### src/verilog/evt_status_pkg.sv
// Purpose: Constants, types and field layout for the status, event and rx readout bank
// Assumes: One clock domain; read framing logic sits outside and shares the clock
// Notes:   Rules carried by this block are listed below
// What this block does
// Status word two reports four live conditions
// Event register A holds seven event flags
// Tone changed flag set after first evaluation
// Flags set regardless of interrupt mask bits
// Both event registers clear when read
// Addressing A: irq low, buffer, clear live
// New events caught live; irq stays low
// Reading B returns buffered snapshot
// Completing B read drives irq high
// Read A then B; else events queue
// Event register B holds eight event flags
// Data change only on bitwise word difference
// Idle processing: mask rx-avail, unmask change
// Lock pin follows message or channel sync
// Bytes 0..2 hold rx bits 27..4
// Byte 3: bits 3..0 high, status low
// Decode status codes for normal decodes
// Decode status codes for heavy erasure cases
// Erasure: equal ones and zeros counted
// Interrupt only when mask bit set
// Irq asserted for pending masked events
package evt_status_pkg;

    // Read addresses
    localparam logic [6:0] ADDR_STATUS_TWO = 7'h01;
    localparam logic [6:0] ADDR_EVT_A      = 7'h05;
    localparam logic [6:0] ADDR_EVT_B      = 7'h06;
    localparam logic [6:0] ADDR_RX_BYTE0   = 7'h10;
    localparam logic [6:0] ADDR_RX_BYTE1   = 7'h11;
    localparam logic [6:0] ADDR_RX_BYTE2   = 7'h12;
    localparam logic [6:0] ADDR_RX_BYTE3   = 7'h13;

    // Status word two bit positions
    localparam int ST2_WORDS_DIFFER = 0;
    localparam int ST2_VOICE_MSG    = 2;
    localparam int ST2_CTRL_SYNC    = 3;
    localparam int ST2_IDLE_SAVE    = 4;

    // Event register B bit positions, and the tone change bit of register A
    localparam int EVB_DATA_CHANGE  = 0;
    localparam int EVB_DOTTING      = 1;
    localparam int EVB_VOICE_FRAME  = 2;
    localparam int EVB_SYNC_CHANGE  = 3;
    localparam int EVB_IDLE_CHANGE  = 4;
    localparam int EVB_ERR_UPDATE   = 5;
    localparam int EVB_PORT_INPUT   = 6;
    localparam int EVB_FREQ_CORR    = 7;
    localparam int EVA_TONE_CHANGE  = 6;

    localparam int RX_BITS      = 28;
    localparam int VOTE_W       = 4;
    localparam int ERASURE_MAX  = 2;
    localparam logic [7:0] RESET_BYTE = 8'h00;

    // Received word byte fields, low bit of each byte
    localparam int RX_B0_LSB   = 20;
    localparam int RX_B1_LSB   = 12;
    localparam int RX_B2_LSB   = 4;
    localparam int BYTE_W      = 8;
    localparam int NIB_W       = 4;

    // Decode status encodings
    typedef enum logic [3:0] {
        DEC_NO_ERR        = 4'h0,
        DEC_ONE_PAR       = 4'h1,
        DEC_TWO_PAR       = 4'h2,
        DEC_ONE_DATA      = 4'h4,
        DEC_ONE_DATA_PAR  = 4'h5,
        DEC_TWO_DATA      = 4'h8,
        DEC_ERAS_DATA     = 4'hC,
        DEC_ERAS_PAR      = 4'hD,
        DEC_ERAS_TWO_PAR  = 4'hE,
        DEC_UNCORRECTED   = 4'hF
    } decode_status_t;

    typedef enum logic [0:0] {
        SEQ_IDLE = 1'b0,
        SEQ_HOLD = 1'b1
    } seq_t;

    // Read request from the serial framing logic
    typedef struct packed {
        logic       start;
        logic       done;
        logic [6:0] addr;
    } rd_req_t;

    // Decoded word from the receive decoder
    typedef struct packed {
        logic                valid;
        logic [RX_BITS-1:0]  data;
        logic [3:0]          status;
    } rx_word_t;

    // All block state
    typedef struct packed {
        seq_t               seq;
        logic               irq_n;
        logic [7:0]         rd_data;
        logic [6:0]         live_a;
        logic [7:0]         live_b;
        logic [6:0]         buf_a;
        logic [7:0]         buf_b;
        logic [RX_BITS-1:0] prev_word;
        logic               word_seen;
        logic               words_differ;
        logic [RX_BITS-1:0] rx_word;
        logic [3:0]         dec_status;
        logic               tone_seen;
        logic               tone_last;
        logic               sync_last;
        logic               idle_last;
        logic               channel_lock;
        logic               erasure_over_two;
    } state_t;

endpackage : evt_status_pkg

### src/verilog/status_event_rx_readout.sv
// Purpose: Status word two, two clear-on-read event registers with buffered read,
//          received word bytes, channel lock pin and interrupt line
// Assumes: Read requests and event pulses come from logic on clk
// Notes:   Unmapped read addresses return zero
`timescale 1ns/1ps
`default_nettype none

module status_event_rx_readout
    import evt_status_pkg::*;
(
    input  wire logic                          clk,
    input  wire logic                          rst_b,
    input  wire logic                          clk_en,
    input  wire rd_req_t                       rd_req,
    output var  logic [7:0]                    rd_data,
    output var  logic                          interrupt_request_n,
    input  wire logic [6:0]                    evt_a_mask,
    input  wire logic [7:0]                    evt_b_mask,
    input  wire logic [5:0]                    evt_a_pulse,
    input  wire logic                          tone_eval,
    input  wire logic                          tone_mismatch,
    input  wire rx_word_t                      rx_word_in,
    input  wire logic [RX_BITS*VOTE_W-1:0]     vote_ones,
    input  wire logic [RX_BITS*VOTE_W-1:0]     vote_zeros,
    output var  logic                          erasure_over_two,
    input  wire logic                          voice_msg_rx,
    input  wire logic                          ctrl_sync,
    input  wire logic                          idle_save,
    input  wire logic                          channel_type_select,
    input  wire logic                          voice_dotting,
    input  wire logic                          voice_frame_sync,
    input  wire logic                          narrowband_error_update,
    input  wire logic                          port_input_three,
    input  wire logic                          freq_corr_done,
    output var  logic                          channel_lock
);

    state_t            st;
    state_t            next_st;
    logic [RX_BITS-1:0] bit_erased;
    logic [6:0]        ev_a;
    logic [7:0]        ev_b;
    logic              tone_event;
    logic              data_change;
    logic              pending;
    logic [7:0]        status_two;
    logic [5:0]        erase_count;
    logic              rd_evt_a;

    // Per-bit erasure: equal nonzero tallies of ones and zeros over valid repeats
    generate
        for (genvar i = 0; i < RX_BITS; i++)
        begin : g_erase
            assign bit_erased[i] = (vote_ones[i*VOTE_W +: VOTE_W] != '0) &&
                (vote_ones[i*VOTE_W +: VOTE_W] == vote_zeros[i*VOTE_W +: VOTE_W]);
        end
    endgenerate

    // Event sources gathered into register layout
    always_comb
    begin
        tone_event  = tone_eval && (!st.tone_seen || (tone_mismatch != st.tone_last));
        data_change = rx_word_in.valid &&
                      (!st.word_seen || (rx_word_in.data != st.prev_word));
        ev_a        = {tone_event, evt_a_pulse};
        ev_b        = '0;
        ev_b[EVB_DATA_CHANGE] = data_change;
        ev_b[EVB_DOTTING]     = voice_dotting;
        ev_b[EVB_VOICE_FRAME] = voice_frame_sync;
        ev_b[EVB_SYNC_CHANGE] = ctrl_sync != st.sync_last;
        ev_b[EVB_IDLE_CHANGE] = idle_save != st.idle_last;
        ev_b[EVB_ERR_UPDATE]  = narrowband_error_update;
        ev_b[EVB_PORT_INPUT]  = port_input_three;
        ev_b[EVB_FREQ_CORR]   = freq_corr_done;
        // Masks gate only the line, never the flags
        pending = |(st.live_a & evt_a_mask) || |(st.live_b & evt_b_mask);
        rd_evt_a = rd_req.start && (rd_req.addr == ADDR_EVT_A);
    end

    // Status word two, unused bits read zero
    always_comb
    begin
        status_two                   = RESET_BYTE;
        status_two[ST2_WORDS_DIFFER] = st.words_differ;
        status_two[ST2_VOICE_MSG]    = voice_msg_rx;
        status_two[ST2_CTRL_SYNC]    = ctrl_sync;
        status_two[ST2_IDLE_SAVE]    = idle_save;
    end

    // Erasure population count for the decoder
    always_comb
    begin
        erase_count = '0;
        for (int k = 0; k < RX_BITS; k++)
        begin
            erase_count = erase_count + {5'h00, bit_erased[k]};
        end
    end

    // Next-state logic
    always_comb
    begin
        next_st = st;

        // Tone and level history
        if (tone_eval)
        begin
            next_st.tone_seen = 1'b1;
            next_st.tone_last = tone_mismatch;
        end
        next_st.sync_last = ctrl_sync;
        next_st.idle_last = idle_save;

        // Received word capture and comparison
        if (rx_word_in.valid)
        begin
            next_st.word_seen        = 1'b1;
            next_st.words_differ     = data_change;
            next_st.prev_word        = rx_word_in.data;
            next_st.rx_word          = rx_word_in.data;
            next_st.dec_status       = rx_word_in.status;
            next_st.erasure_over_two = erase_count > 6'(ERASURE_MAX);
        end

        // Live flags accumulate; a set in the read cycle is never lost
        next_st.live_a = st.live_a | ev_a;
        next_st.live_b = st.live_b | ev_b;

        if (rd_evt_a)
        begin
            // Snapshot both, restart live capture from this cycle's events
            next_st.buf_a  = st.live_a;
            next_st.buf_b  = st.live_b | ((st.seq == SEQ_HOLD) ? st.buf_b : '0);
            next_st.live_a = ev_a;
            next_st.live_b = ev_b;
            next_st.seq    = SEQ_HOLD;
        end
        else if (rd_req.done && (rd_req.addr == ADDR_EVT_B) && (st.seq == SEQ_HOLD))
        begin
            next_st.seq   = SEQ_IDLE;
            next_st.buf_b = '0;
        end

        // Interrupt line: low through a read sequence, high at its end
        if (rd_evt_a)
        begin
            next_st.irq_n = 1'b0;
        end
        else if (st.seq == SEQ_HOLD)
        begin
            next_st.irq_n = (next_st.seq == SEQ_IDLE);
        end
        else
        begin
            next_st.irq_n = !pending;
        end

        // Read data, latched when the address arrives
        if (rd_req.start)
        begin
            case (rd_req.addr)
                ADDR_STATUS_TWO: next_st.rd_data = status_two;
                ADDR_EVT_A:      next_st.rd_data = {1'b0, st.live_a};
                ADDR_EVT_B:      next_st.rd_data = st.buf_b;
                ADDR_RX_BYTE0:   next_st.rd_data = st.rx_word[RX_B0_LSB +: BYTE_W];
                ADDR_RX_BYTE1:   next_st.rd_data = st.rx_word[RX_B1_LSB +: BYTE_W];
                ADDR_RX_BYTE2:   next_st.rd_data = st.rx_word[RX_B2_LSB +: BYTE_W];
                ADDR_RX_BYTE3:   next_st.rd_data = {st.rx_word[NIB_W-1:0], st.dec_status};
                default:         next_st.rd_data = RESET_BYTE;
            endcase
        end

        // Lock pin: voice message in voice mode, channel sync otherwise
        next_st.channel_lock = channel_type_select ? voice_msg_rx : ctrl_sync;
    end

    // State register; clock enable freezes everything
    always_ff @(posedge clk or negedge rst_b)
    begin
        if (!rst_b)
        begin
            st       <= '0;
            st.irq_n <= 1'b1;
        end
        else if (clk_en)
        begin
            st <= next_st;
        end
    end

    assign rd_data             = st.rd_data;
    assign interrupt_request_n = st.irq_n;
    assign channel_lock        = st.channel_lock;
    assign erasure_over_two    = st.erasure_over_two;

    // Addressing register A pulls the line low on the next edge
    a_irq_drop_read: assert property (
        @(posedge clk) disable iff (!rst_b)
        clk_en && rd_evt_a |=> !interrupt_request_n)
        else $error("irq did not drop when event register A addressed");

    // Snapshot equals live contents at the addressing edge
    a_snapshot_taken: assert property (
        @(posedge clk) disable iff (!rst_b)
        clk_en && rd_evt_a |=> st.buf_a == $past(st.live_a))
        else $error("event snapshot does not match live flags");

    // Live register restarts with only the events of that cycle
    a_live_cleared: assert property (
        @(posedge clk) disable iff (!rst_b)
        clk_en && rd_evt_a |=> st.live_a == $past(ev_a))
        else $error("live event register A not cleared on read");

    // Register B read returns the snapshot, not live flags
    a_b_from_buffer: assert property (
        @(posedge clk) disable iff (!rst_b)
        clk_en && rd_req.start && rd_req.addr == ADDR_EVT_B && !rd_evt_a
        |=> rd_data == $past(st.buf_b))
        else $error("register B read did not return buffered value");

    // Line stays low while the sequence is open
    a_hold_keeps_low: assert property (
        @(posedge clk) disable iff (!rst_b)
        clk_en && st.seq == SEQ_HOLD && !(rd_req.done && rd_req.addr == ADDR_EVT_B)
        |=> !interrupt_request_n)
        else $error("irq released before register B read finished");

    // Finishing the B read releases the line
    a_release_on_b: assert property (
        @(posedge clk) disable iff (!rst_b)
        clk_en && st.seq == SEQ_HOLD && rd_req.done && rd_req.addr == ADDR_EVT_B && !rd_evt_a
        |=> interrupt_request_n && st.seq == SEQ_IDLE)
        else $error("irq not released after register B read");

    // Events land in live flags whatever the mask
    a_event_caught: assert property (
        @(posedge clk) disable iff (!rst_b)
        clk_en && evt_a_pulse[0] |=> st.live_a[0])
        else $error("event A0 not captured");

    // Identical repeated word raises no change event
    a_no_repeat_event: assert property (
        @(posedge clk) disable iff (!rst_b)
        clk_en && rx_word_in.valid && st.word_seen && rx_word_in.data == st.prev_word
        |-> !ev_b[EVB_DATA_CHANGE])
        else $error("repeat word raised data change event");

    // Masked pending flag drives the line low outside a sequence
    a_idle_irq: assert property (
        @(posedge clk) disable iff (!rst_b)
        clk_en && st.seq == SEQ_IDLE && pending && !rd_req.start
        |=> !interrupt_request_n)
        else $error("pending masked event did not assert irq");

    // First tone evaluation always flags a change
    a_first_tone: assert property (
        @(posedge clk) disable iff (!rst_b)
        clk_en && tone_eval && !st.tone_seen && !rd_evt_a
        |=> st.live_a[EVA_TONE_CHANGE])
        else $error("first tone evaluation not flagged");

    // Lock pin tracks the selected source one cycle later
    a_lock_pin: assert property (
        @(posedge clk) disable iff (!rst_b)
        clk_en |=> channel_lock ==
            ($past(channel_type_select) ? $past(voice_msg_rx) : $past(ctrl_sync)))
        else $error("channel lock pin wrong");

    // Byte three layout: data bits high, status low
    a_byte3_layout: assert property (
        @(posedge clk) disable iff (!rst_b)
        clk_en && rx_word_in.valid ##1 clk_en && rd_req.start && rd_req.addr == ADDR_RX_BYTE3
        ##1 !rx_word_in.valid
        |-> rd_data == {$past(rx_word_in.data[3:0], 2), $past(rx_word_in.status, 2)})
        else $error("received byte three layout wrong");

    // Live A flags only drop at the addressing of A
    a_flags_a_kept: assert property (
        @(posedge clk) disable iff (!rst_b)
        clk_en && !rd_evt_a
        |=> (st.live_a & $past(st.live_a)) == $past(st.live_a))
        else $error("live event flag A lost without a read");

    // Live B flags only drop at the addressing of A
    a_flags_b_kept: assert property (
        @(posedge clk) disable iff (!rst_b)
        clk_en && !rd_evt_a
        |=> (st.live_b & $past(st.live_b)) == $past(st.live_b))
        else $error("live event flag B lost without a read");

    // First addressing of A copies live B into the buffer
    a_b_snapshot: assert property (
        @(posedge clk) disable iff (!rst_b)
        clk_en && rd_evt_a && st.seq == SEQ_IDLE
        |=> st.buf_b == $past(st.live_b))
        else $error("register B snapshot wrong");

    // A read again without B keeps the older B events queued
    a_b_queued: assert property (
        @(posedge clk) disable iff (!rst_b)
        clk_en && rd_evt_a && st.seq == SEQ_HOLD
        |=> st.buf_b == ($past(st.live_b) | $past(st.buf_b)))
        else $error("queued register B events lost");

    // A word that differs raises the change flag
    a_change_raised: assert property (
        @(posedge clk) disable iff (!rst_b)
        clk_en && rx_word_in.valid && st.word_seen && rx_word_in.data != st.prev_word
        |=> st.live_b[EVB_DATA_CHANGE])
        else $error("changed word raised no data change event");

    // Status word two shows the live levels at the read
    a_status_two: assert property (
        @(posedge clk) disable iff (!rst_b)
        clk_en && rd_req.start && rd_req.addr == ADDR_STATUS_TWO
        |=> rd_data == {3'h0, $past(idle_save), $past(ctrl_sync), $past(voice_msg_rx), 1'h0,
            $past(st.words_differ)})
        else $error("status word two layout wrong");

    // Register A is seven bits, the top bit reads zero
    a_a_top_zero: assert property (
        @(posedge clk) disable iff (!rst_b)
        clk_en && rd_evt_a
        |=> !rd_data[BYTE_W-1])
        else $error("event register A top bit set");

    // Erasure flag moves only with a new word
    a_erasure_hold: assert property (
        @(posedge clk) disable iff (!rst_b)
        clk_en && !rx_word_in.valid
        |=> $stable(erasure_over_two))
        else $error("erasure flag changed without a word");

    // Received bits captured as delivered
    a_word_capture: assert property (
        @(posedge clk) disable iff (!rst_b)
        clk_en && rx_word_in.valid
        |=> st.rx_word == $past(rx_word_in.data))
        else $error("received word not captured");

    // Decode status passed through unchanged
    a_status_pass: assert property (
        @(posedge clk) disable iff (!rst_b)
        clk_en && rx_word_in.valid
        |=> st.dec_status == $past(rx_word_in.status))
        else $error("decode status not captured");

    // Nothing pending under the masks keeps the line high
    a_irq_high_idle: assert property (
        @(posedge clk) disable iff (!rst_b)
        clk_en && st.seq == SEQ_IDLE && !pending && !rd_req.start
        |=> interrupt_request_n)
        else $error("irq asserted with no masked event pending");

endmodule : status_event_rx_readout

`default_nettype wire

### config.mk
export PLATFORM = sky130hd
export DESIGN_NAME = status_event_rx_readout
export DESIGN_NICKNAME = d
export VERILOG_FILES = /design/src/verilog/evt_status_pkg.sv /design/src/verilog/status_event_rx_readout.sv
export SDC_FILE = /design/constraint.sdc
export NUM_CORES = 1
export LEC_CHECK = 0
export BUFFER_PORTS_ARGS = -buffer_cell sky130_fd_sc_hd__buf_2
export CORE_UTILIZATION = 40
export CTS_CLUSTER_SIZE = 28
export DETAILED_ROUTE_END_ITERATION = 12
export GPL_ROUTABILITY_DRIVEN = 0
export PLACE_DENSITY = 0.76
export SLEW_MARGIN = 5
export SYNTH_ARGS = -nofsm -noshare
export SYNTH_HDL_FRONTEND = slang
export SYNTH_SLANG_ARGS = --single-unit
### constraint.sdc
create_clock -name clk -period 2.9 [get_ports clk]
set_input_delay 0.435 -clock clk [delete_from_list [all_inputs] [get_ports clk]]
set_output_delay 0.435 -clock clk [all_outputs]
set_load 0.01 [all_outputs]
**Word-level counts from Yosys, hierarchy flattened**

Cells that the tools add are included.

- Add/sub/neg operators: 27
- $lt $le $gt $ge: 1
- Equal/unequal tests: 39
- Mux-type cells: 10
- Bitwise operators: 6
- Reduce and logical (&&, ||, !) cells: 75

Operators with widths:

| kind | number |
|---|---|
| 6-bit by 1-bit adder with 6-bit output | 22 |
| 4-bit equality test | 28 |
| 4-bit nonzero test | 28 |
| 8-bit case mux with 7 select lines | 1 |
| 1-bit logical AND | 33 |
| 7-bit by 5-bit equality test with 1-bit output, second input constant | 4 |
| 28-bit inequality test | 1 |
| 8-bit 2-to-1 mux | 3 |
| 22-bit 2-to-1 mux | 1 |
| 8-bit bitwise OR | 2 |
| 7-bit by 3-bit equality test with 1-bit output, second input constant | 2 |
| 2-bit AND reduction | 5 |
| 8-bit AND | 1 |
| 8-bit OR reduction | 1 |
| 7-bit AND | 1 |
| 7-bit by 1-bit equality test with 1-bit output, second input constant | 1 |
| 7-bit bitwise OR | 1 |
| 7-bit OR reduction | 1 |
| 5-bit by 1-bit adder with 6-bit output | 1 |
| 6-bit by 2-bit > comparator with 1-bit output, second input constant | 1 |
| 4-bit by 1-bit adder with 5-bit output | 1 |
| 1-bit 2-to-1 mux | 5 |
| 3-bit by 1-bit adder with 4-bit output | 1 |
| 2-bit by 1-bit adder with 3-bit output | 1 |
| other kinds (6) | 12 |

- Bits in registers: 80
- Input port bits: 301
- Output and inout port bits: 11
- Word-level logic and storage cells: 175

**Logic depth before layout (Yosys ltp)**

Gate-level depths: netlist (run 1).

- Depth in word-level cells: 30
- Gate-level depth with buffers: 21
- Depth with buffers taken out: 21

**Worst setup path before layout (run 1)**

Ideal clock, no wire load.

- Path kind: input port to flip-flop
- From: in vote_ones[109]
- To: reg st (netlist bit erasure_over_two)
- Setup time: 0.118 ns
- Data arrival time: 5.216 ns
- Required time: 2.782 ns
- Slack: -2.435 ns
- Stages: 16
- Buffers on the path: 0
- Path through: xor2_1 > or4_1 > fa_1 > fa_1 > inv_1 > fa_1 > inv_1 > fa_1 > fa_1 > inv_1 > fa_1 > ha_1 > fa_1 > o21ai_0 > a31oi_1 > a21o_1

- Word-level cells in the longest chain between the ends: 4
- Elaborated cells on any way between the ends: 5
- Classes of those cells: add/sub (1); order compare (1); eq/ne (1); reduce/logical (2)

RTL lines:

| element | RTL line | text |
|---|---|---|
| start, declared | status_event_rx_readout.sv:23 | `input wire logic [RX_BITS*VOTE_W-1:0] vote_ones,` |
| 4-bit equality test / 4-bit nonzero test (equally long branches) | status_event_rx_readout.sv:55, status_event_rx_readout.sv:54 |  |
| 1-bit logical AND * | status_event_rx_readout.sv:54 | `assign bit_erased[i] = (vote_ones[i*VOTE_W +: VOTE_W] != '0) &&` |
| 6-bit by 1-bit adder with 6-bit output * | status_event_rx_readout.sv:96 | `erase_count = erase_count + {5'h00, bit_erased[k]};` |
| 6-bit by 2-bit > comparator with 1-bit output * | status_event_rx_readout.sv:122 | `next_st.erasure_over_two = erase_count > 6'(ERASURE_MAX);` |
| end signal, assigned | status_event_rx_readout.sv:187 | `st <= next_st;` |
| end, declared | status_event_rx_readout.sv:38 | `state_t st;` |

Mark *: on every way between the ends. The rest lies on a longest branch, timed or not.
A chain may end at the register's enable or synchronous reset.

**Final worst setup path (run 1)**

- From: in vote_ones[77]
- To: reg st (netlist bit erasure_over_two)

- Word-level cells in the longest chain between the ends: 12
- Elaborated cells on any way between the ends: 13
- Classes of those cells: add/sub (9); order compare (1); eq/ne (1); reduce/logical (2)

RTL lines:

| element | RTL line |
|---|---|
| 4-bit equality test / 4-bit nonzero test (equally long branches) | status_event_rx_readout.sv:55, status_event_rx_readout.sv:54 |
| 1-bit logical AND * | status_event_rx_readout.sv:54 |
| 6-bit by 1-bit adder with 6-bit output * (9 in series) | status_event_rx_readout.sv:96 |
| 6-bit by 2-bit > comparator with 1-bit output * | status_event_rx_readout.sv:122 |

Marked as above.

==> out/metrics.yaml, run 1 <==
first_global_vias: 5466
ant_nets: 0
post-route-min-period_ns: 5.08
grtUsageTotal_pct: 24.5
synth_edf_count: 0
clock_path_buffers: 2
routed_wl_mm: 17.4
required_ns: 3.18
first_iter_violations: 181
slew_violations: 0
irDropWorstVdd_mv: 0.270
regToRegSetupSlack_ns: 1.25
synth_warnings: 0
grt-ovfl-total: 0
synth_seq_cells: 73
synth_nets: 858
cts_root_buf: "clkbuf_16"
slew_headroom_pct: 47.0
htree_levels: 3
grt_pass1_wl_mm: 27.2
worstSetupEndpointType: "flop"
antenna_found_initial: 5
crit_arrival_ns: 5.36
yosysSeqAreaShare_pct: 32.6
worstSetupPathType: "in2reg"
final_nets: 1171
place_area_um2: 7340
synth_ff_type: "dfrtp_1"
synthCells: 529
nFillCells: 1248
die_area_um2: 14500
clk_latency_ns: 0.34
drive_above_1_share_pct: 46.5
numPortBuffers: 311
syn-cell-area_um2: 5620
r2r-start: "st[11]$_DFFE_PN0P_"
die_x_um: 120
tightest_slew_ns: 0.796
start_kind: "input port"
viasPerCell: 5.21
cts_made_buffers: 9
final_hold_viol_count: 0
reg2reg_depth: 4
p_leak_nw: 3.67
final_common_cell: "buf_2"
path_clk_slew_ns: 0.06
place_ws_ns: -2.59
place.detailed.hpwl_mm: 14.9
placed_cells: 1006
drt-wirelength-per-cell_um: 16.9
initial_core_util_pct: 41.7
drv_cap: 0
yosysUniqueCellTypes: 41
async_flop_share_pct: 100
period_share_pct: 175
drc_errors: 0
core-area_um2: 13500
setup_ws_ns: -2.18
grt_max_degree: 37
clock.fmax_mhz: 197
cts_sinks: 73
final_cell_mix: "311 x buf_2, 75 x xor2_1, 72 x dfrtp_1"
hold_path_class: "in2async"
p_per_area_nw_per_um2: 411
rsz0062_at_grt: "yes"
ios: 312
rows: 42
critPathMaxFanout: 2
final_cell_area_um2: 7650
cts_tree: "done"
setup_viol: 1
skew_ns: 0.00531
vias: 5347
r2r-end: "rd_data[5]$_DFFE_PN0P_"
syn_area_per_cell_um2: 10.6
violations: "negative setup slack"
die_h_um: 120
dr.pass1.iters: 4
area_growth_pct: 36.2
final_cells: 1027
status: "finished with violations"
cell usage after synthesis (3+ instances only):
| cell | count | area (um^2) |
|---|---|---|
| fa_1 | 20 | 400 |
| inv_1 | 17 | 63.8 |
| nand2_1 | 16 | 60.1 |
| a21oi_1 | 26 | 130 |
| nand2b_1 | 6 | 37.5 |
| nand3_1 | 13 | 65.1 |
| ha_1 | 8 | 100 |
| clkbuf_1 | 5 | 18.8 |
| xor2_1 | 75 | 657 |
| nor4_1 | 17 | 106 |
| a22oi_1 | 5 | 37.5 |
| buf_6 | 3 | 33.8 |
| o211ai_1 | 4 | 30.0 |
| buf_2 | 3 | 15.0 |
| mux2i_1 | 5 | 50.1 |
| o21ai_0 | 7 | 35.0 |
| mux2_2 | 35 | 394 |
| nand4_1 | 8 | 50.1 |
| nor3_1 | 47 | 235 |
| buf_4 | 10 | 75.1 |
| dfrtp_1 | 72 | 1800 |
| mux4_2 | 6 | 135 |
| a22o_1 | 29 | 254 |
| a21o_1 | 4 | 30.0 |
| xnor2_1 | 49 | 429 |
| or4_1 | 15 | 113 |
| nor2b_1 | 4 | 25.0 |
registers in the layout (all words and copies together), names as in the netlist:
| name | count |
|---|---|
| rd_data | 8 |
| interrupt_request_n | 1 |
| st | 62 |
| erasure_over_two | 1 |
| channel_lock | 1 |
logic make-up after synthesis:
logic type	after synthesis	synth area share [%]
XOR/XNOR	124	19.3
adder cells (fa/ha/maj)	28	8.91
flip-flops	73	32.6
AND/OR/NAND/NOR	135	13.9
AO/OA/AOI/OAI	83	10.4
multiplexers	48	11.3
buffers and inverters	38	3.68
routing by layer:
layer	up-vias	track usage [%]	part of all wire, %
li1	2565	-	-
met1	2524	29.6	40
met2	214	42.0	50
met3	42	5.90	6.9
met4	2	9.41	3.1
met5	-	0	0.058
critical path, cell delays in order:
cell and delay (ns):
buf_2 0.11, xor2_1 0.15, or4_4 0.54, fa_1 0.52, fa_1 0.57, inv_2 0.04, fa_1 0.50, inv_1 0.05
fa_1 0.45, fa_1 0.49, inv_1 0.05, fa_1 0.44, ha_2 0.21, fa_2 0.55, nand2_1 0.04, a31oi_1 0.12
a21o_1 0.10
power by group:
group          switching [mW]  internal, mW
clock                   0.408         0.594
sequential             0.0745          1.11
combinational           0.440         0.515
total                   0.922          2.22
layout make-up:
cell class	instances	area, um^2	share of cell area, %
flip-flops and latches	73	1830	23.9
clock inverters	3	17.5	0.229
multi-input cells	418	3610	47.2
inverters	17	63.8	0.835
clock buffers	12	246	3.22
repair buffers	323	1650	21.5
well taps	176	220	2.88
diodes	5	12.5	0.164
how the worst max path moves through the flow:
| stage | start | cells after the start | slack, ns | end |
|---|---|---|---|---|
| final | vote_ones[77] | 17 | -2.18 | erasure_over_two$_DFFE_PN0P_ |
| after global routing | vote_ones[68] | 19 | -2.40 | erasure_over_two$_DFFE_PN0P_ |
| after CTS | vote_ones[69] | 17 | -2.22 | erasure_over_two$_DFFE_PN0P_ |
| after detailed placement | vote_ones[85] | 17 | -2.59 | erasure_over_two$_DFFE_PN0P_ |
| after global placement | vote_ones[37] | 15 | -2.54 | erasure_over_two$_DFFE_PN0P_ |
| after floorplan | vote_ones[85] | 16 | -2.33 | erasure_over_two$_DFFE_PN0P_ |
per-stage QoR:
| step | setup TNS, ns | util [%] | hold WS [ns] | power, mW |
|---|---|---|---|---|
| after CTS | -2.22 | 56.6 | 0.207 | 3.16 |
| after floorplan | -2.33 | - | 0.139 | 1.72 |
| after global routing | -2.40 | 56.8 | 0.254 | 3.33 |
| final | -2.18 | 56.8 | 0.174 | 3.14 |
| after global placement | -2.54 | 54.6 | 0.449 | 2.13 |
| after detailed placement | -2.59 | 54.6 | 0.454 | 2.16 |
timing repair:
| item | 4_1_cts | 5_1_grt |
|---|---|---|
| resized for setup | 4 | 2 |
| buffers inserted | 0 | 1 |
| pin swaps | 5 | 3 |
| hold buffers | 0 | 0 |
| setup endpoints to repair | 1 | 1 |
Note: power is estimated with default switching activity, not from simulation.
==> run 2, diff against run 1 <==
--- a/config.mk
+++ b/config.mk
@@ -10,7 +10,7 @@
 export CTS_CLUSTER_SIZE = 28
 export DETAILED_ROUTE_END_ITERATION = 12
 export GPL_ROUTABILITY_DRIVEN = 0
-export PLACE_DENSITY = 0.76
+export PLACE_DENSITY = 0.79
 export SLEW_MARGIN = 5
 export SYNTH_ARGS = -nofsm -noshare
 export SYNTH_HDL_FRONTEND = slang
==> constraint.sdc (replaced) <==
create_clock -name clk -period 4.65 [get_ports clk]
set_input_delay 0.6975 -clock clk [delete_from_list [all_inputs] [get_ports clk]]
set_output_delay 0.6975 -clock clk [all_outputs]
set_load 0.01 [all_outputs]
==> run 2 against run 1 <==
Against the previous run: the flow still finishes with violations (negative setup slack); combinational power shrank 38%; critical path depth is 1 higher; power decreased by 33%; setup slack better by 1.4 ns; non-clock buffer count shrank 7; flip-flop and latch count stayed put; highest routed layer is now met4.
==> out/metrics.yaml, run 2 (synthesis gave the netlist of run 1 again) <==
status: "finished with violations"  # unchanged
violations: "negative setup slack"  # unchanged
p_int_mw: 1.54  # was 2.22 mW
grt_util_met1_pct: 30.7  # was 29.6%
vias: 5354  # was 5,347
postCtsSetupBuffers: 0  # unchanged
grtUsageMet3_pct: 6.42  # was 5.90%
cts_made_buffers: 9  # unchanged
start_kind: "input port"  # unchanged
cts_tree: "done"  # unchanged
ios: 312  # unchanged
slew_headroom_pct: 34.4  # was 47.0%
dr.pass1.iters: 4  # unchanged
grt_use_met2_pct: 46.0  # was 42.0%
p_per_area_nw_per_um2: 276  # was 411 nW/um^2
slew_violations: 0  # unchanged
place.detailed.hpwl_mm: 15.7  # was 14.9 mm
swShare_pct: 27.0  # was 29.4%
worstSetupPathType: "in2reg"  # unchanged
required_ns: 4.87  # was 3.18 ns
pwr-share-comb_pct: 28.1  # was 30.4%
busiest_layer: "met2"  # unchanged
skew_ns: 0.00486  # was 0.00531 ns
fin_util_pct: 56.9  # was 56.8%
irDropWorstVdd_mv: 0.172  # was 0.270 mV
die_area_um2: 14500  # unchanged
largest_reg_flops: 62  # unchanged
period_share_pct: 116
first_iter_violations: 341  # was 181
largest-register: "st"  # unchanged
grt_pass1_wl_mm: 28.4  # was 27.2 mm
p_leak_nw: 3.67  # about the same
finalPower_mw: 2.12  # was 3.14 mW
final_cell_mix: "311 x buf_2, 75 x xor2_1, 72 x dfrtp_1"  # unchanged
rows: 42  # unchanged
worstSetupEndpointType: "flop"  # unchanged
critical_path.cell_chain: "buf_2 -> nor3_2 -> a21oi_1 -> or4_4 -> fa_1 -> fa_1 -> inv_1 -> fa_1 -> inv_1 -> fa_1 -> fa_1 -> inv_1 -> fa_1 -> ha_2 -> fa_2 -> o21ai_1 -> a31oi_1 -> a21o_1"  # was buf_2 -> xor2_1 -> or4_4 -> fa_1 -> fa_1 -> inv_2 -> fa_1 -> inv_1 -> fa_1 -> fa_1 -> inv_1 -> fa_1 -> ha_2 -> fa_2 -> nand2_1 -> a31oi_1 -> a21o_1
first_global_vias: 5515  # was 5,466
clk_latency_ns: 0.33  # was 0.34 ns
post-route-min-period_ns: 5.42
setup_ws_ns: -0.766  # was -2.18 ns
htree_levels: 3  # unchanged
rsz0062_at_grt: "yes"  # unchanged
initial_core_util_pct: 41.7  # unchanged
crit_slowest_cell: "or4_4"  # was fa_1
final_nets: 1164  # was 1,171
drc_errors: 0  # unchanged
path_clk_slew_ns: 0.05  # was 0.06 ns
drv_cap: 0  # unchanged
grtUsageTotal_pct: 25.9  # was 24.5%
final_common_cell: "buf_2"  # unchanged
hold_path_class: "reg2reg"  # was in2async
placed_cells: 1000  # was 1,006
p_switching_mw: 0.573  # was 0.922 mW
antenna_found_initial: 7  # was 5
final_hold_viol_count: 0  # unchanged
die_x_um: 120  # unchanged
grt_max_degree: 40  # was 37
place_ws_ns: -1.13  # was -2.59 ns
cts_sinks: 73  # unchanged
drive_above_1_share_pct: 45.8  # was 46.5%
die_h_um: 120  # unchanged
area_growth_pct: 36.4  # was 36.2%
clock.fmax_mhz: 185
tightest_slew_ns: 0.981  # was 0.796 ns
cpPeakStageDelay_ns: 0.54  # was 0.57 ns
routed_wl_mm: 18.4  # was 17.4 mm
setup_viol: 1  # unchanged
viasPerCell: 5.25  # was 5.21
numPortBuffers: 311  # unchanged
drt-wirelength-per-cell_um: 18.0  # was 16.9 um
final_cells: 1020  # was 1,027
seqPwrFrac_pct: 34.9  # was 37.7%
grt-ovfl-total: 0  # unchanged
clkPwrFrac_pct: 37.0  # was 31.9%
cts_root_buf: "clkbuf_16"  # unchanged
core-area_um2: 13500  # unchanged
clock_path_buffers: 2  # unchanged
crit_arrival_ns: 5.63  # was 5.36 ns
ant_nets: 0  # unchanged
cpMostUsedCell: "fa_1"  # unchanged
critPathMaxFanout: 2  # unchanged
[run 2: final timing paths]
check | startpoint | cells after the start | slack, ns | end
worst max-delay path | vote_ones[95] | 18 | -0.77 | erasure_over_two$_DFFE_PN0P_
worst min-delay path | st[39]$_DFFE_PN0P_ | 1 | 0.46 | st[39]$_DFFE_PN0P_
worst max register to register | st[11]$_DFFE_PN0P_ | 4 | 3.05 | rd_data[5]$_DFFE_PN0P_
worst min register to register | st[39]$_DFFE_PN0P_ | 1 | 0.46 | st[39]$_DFFE_PN0P_
max in group asynchronous | rst_b | 2 | 3.15 | interrupt_request_n$_DFFE_PN1P_
min in group asynchronous | rst_b | 1 | 0.49 | st[33]$_DFFE_PN0P_
[run 2: worst max-delay path, delay by kind of cell]
family                     cells  cell delay [ns]
AOI/OAI and AO/OA              4             0.47
adders and majority gates      8             3.48
buffers and inverters          4             0.26
and+or+nand+nor                2             0.73
[run 2: cell type report]
type,instances,area (um^2)
fill,1207,5790
clock inverter,5,104
clock buffer,10,239
tap,176,220
antenna,5,12.5
multi-input combinational,418,3600
inverter,17,63.8
sequential,73,1830
timing repair buffer,316,1590
[run 2: per-stage QoR]
stage / setup TNS (ns) / hold slack, ns / cell area, um^2
after floorplan: -0.845 / 0.402 / 5630
after CTS: -0.779 / 0.467 / 7650
after detailed placement: -1.13 / 0.453 / 7300
final: -0.766 / 0.463 / 7660
after global routing: -0.978 / 0.480 / 7660
after global placement: -1.05 / 0.450 / 7300
[run 2: power by group through the flow]
| stage | Combinational (mW) | Sequential [mW] | Clock, mW |
|---|---|---|---|
| floorplan | 0.337 | 0.738 | 0 |
| global placement | 0.576 | 0.745 | 0 |
| detailed placement | 0.595 | 0.749 | 0 |
| CTS | 0.600 | 0.739 | 0.796 |
| global route | 0.662 | 0.746 | 0.825 |
| finish | 0.594 | 0.740 | 0.784 |
[run 2: timing repair]
action                                  4_1_cts  5_1_grt
pin swaps                                     1        3
hold buffers                                  0        0
endpoints found under the setup margin        1        1
gates resized for setup                       2        0
[run 2: metal layers]
metal  up-vias  wire length, um  share of wire, %
li1       2540                -                 -
met1      2578             7370                40
met2       205             9440                51
met3        31             1200               6.5
met4         0              394               2.1
met5         -                0                 0
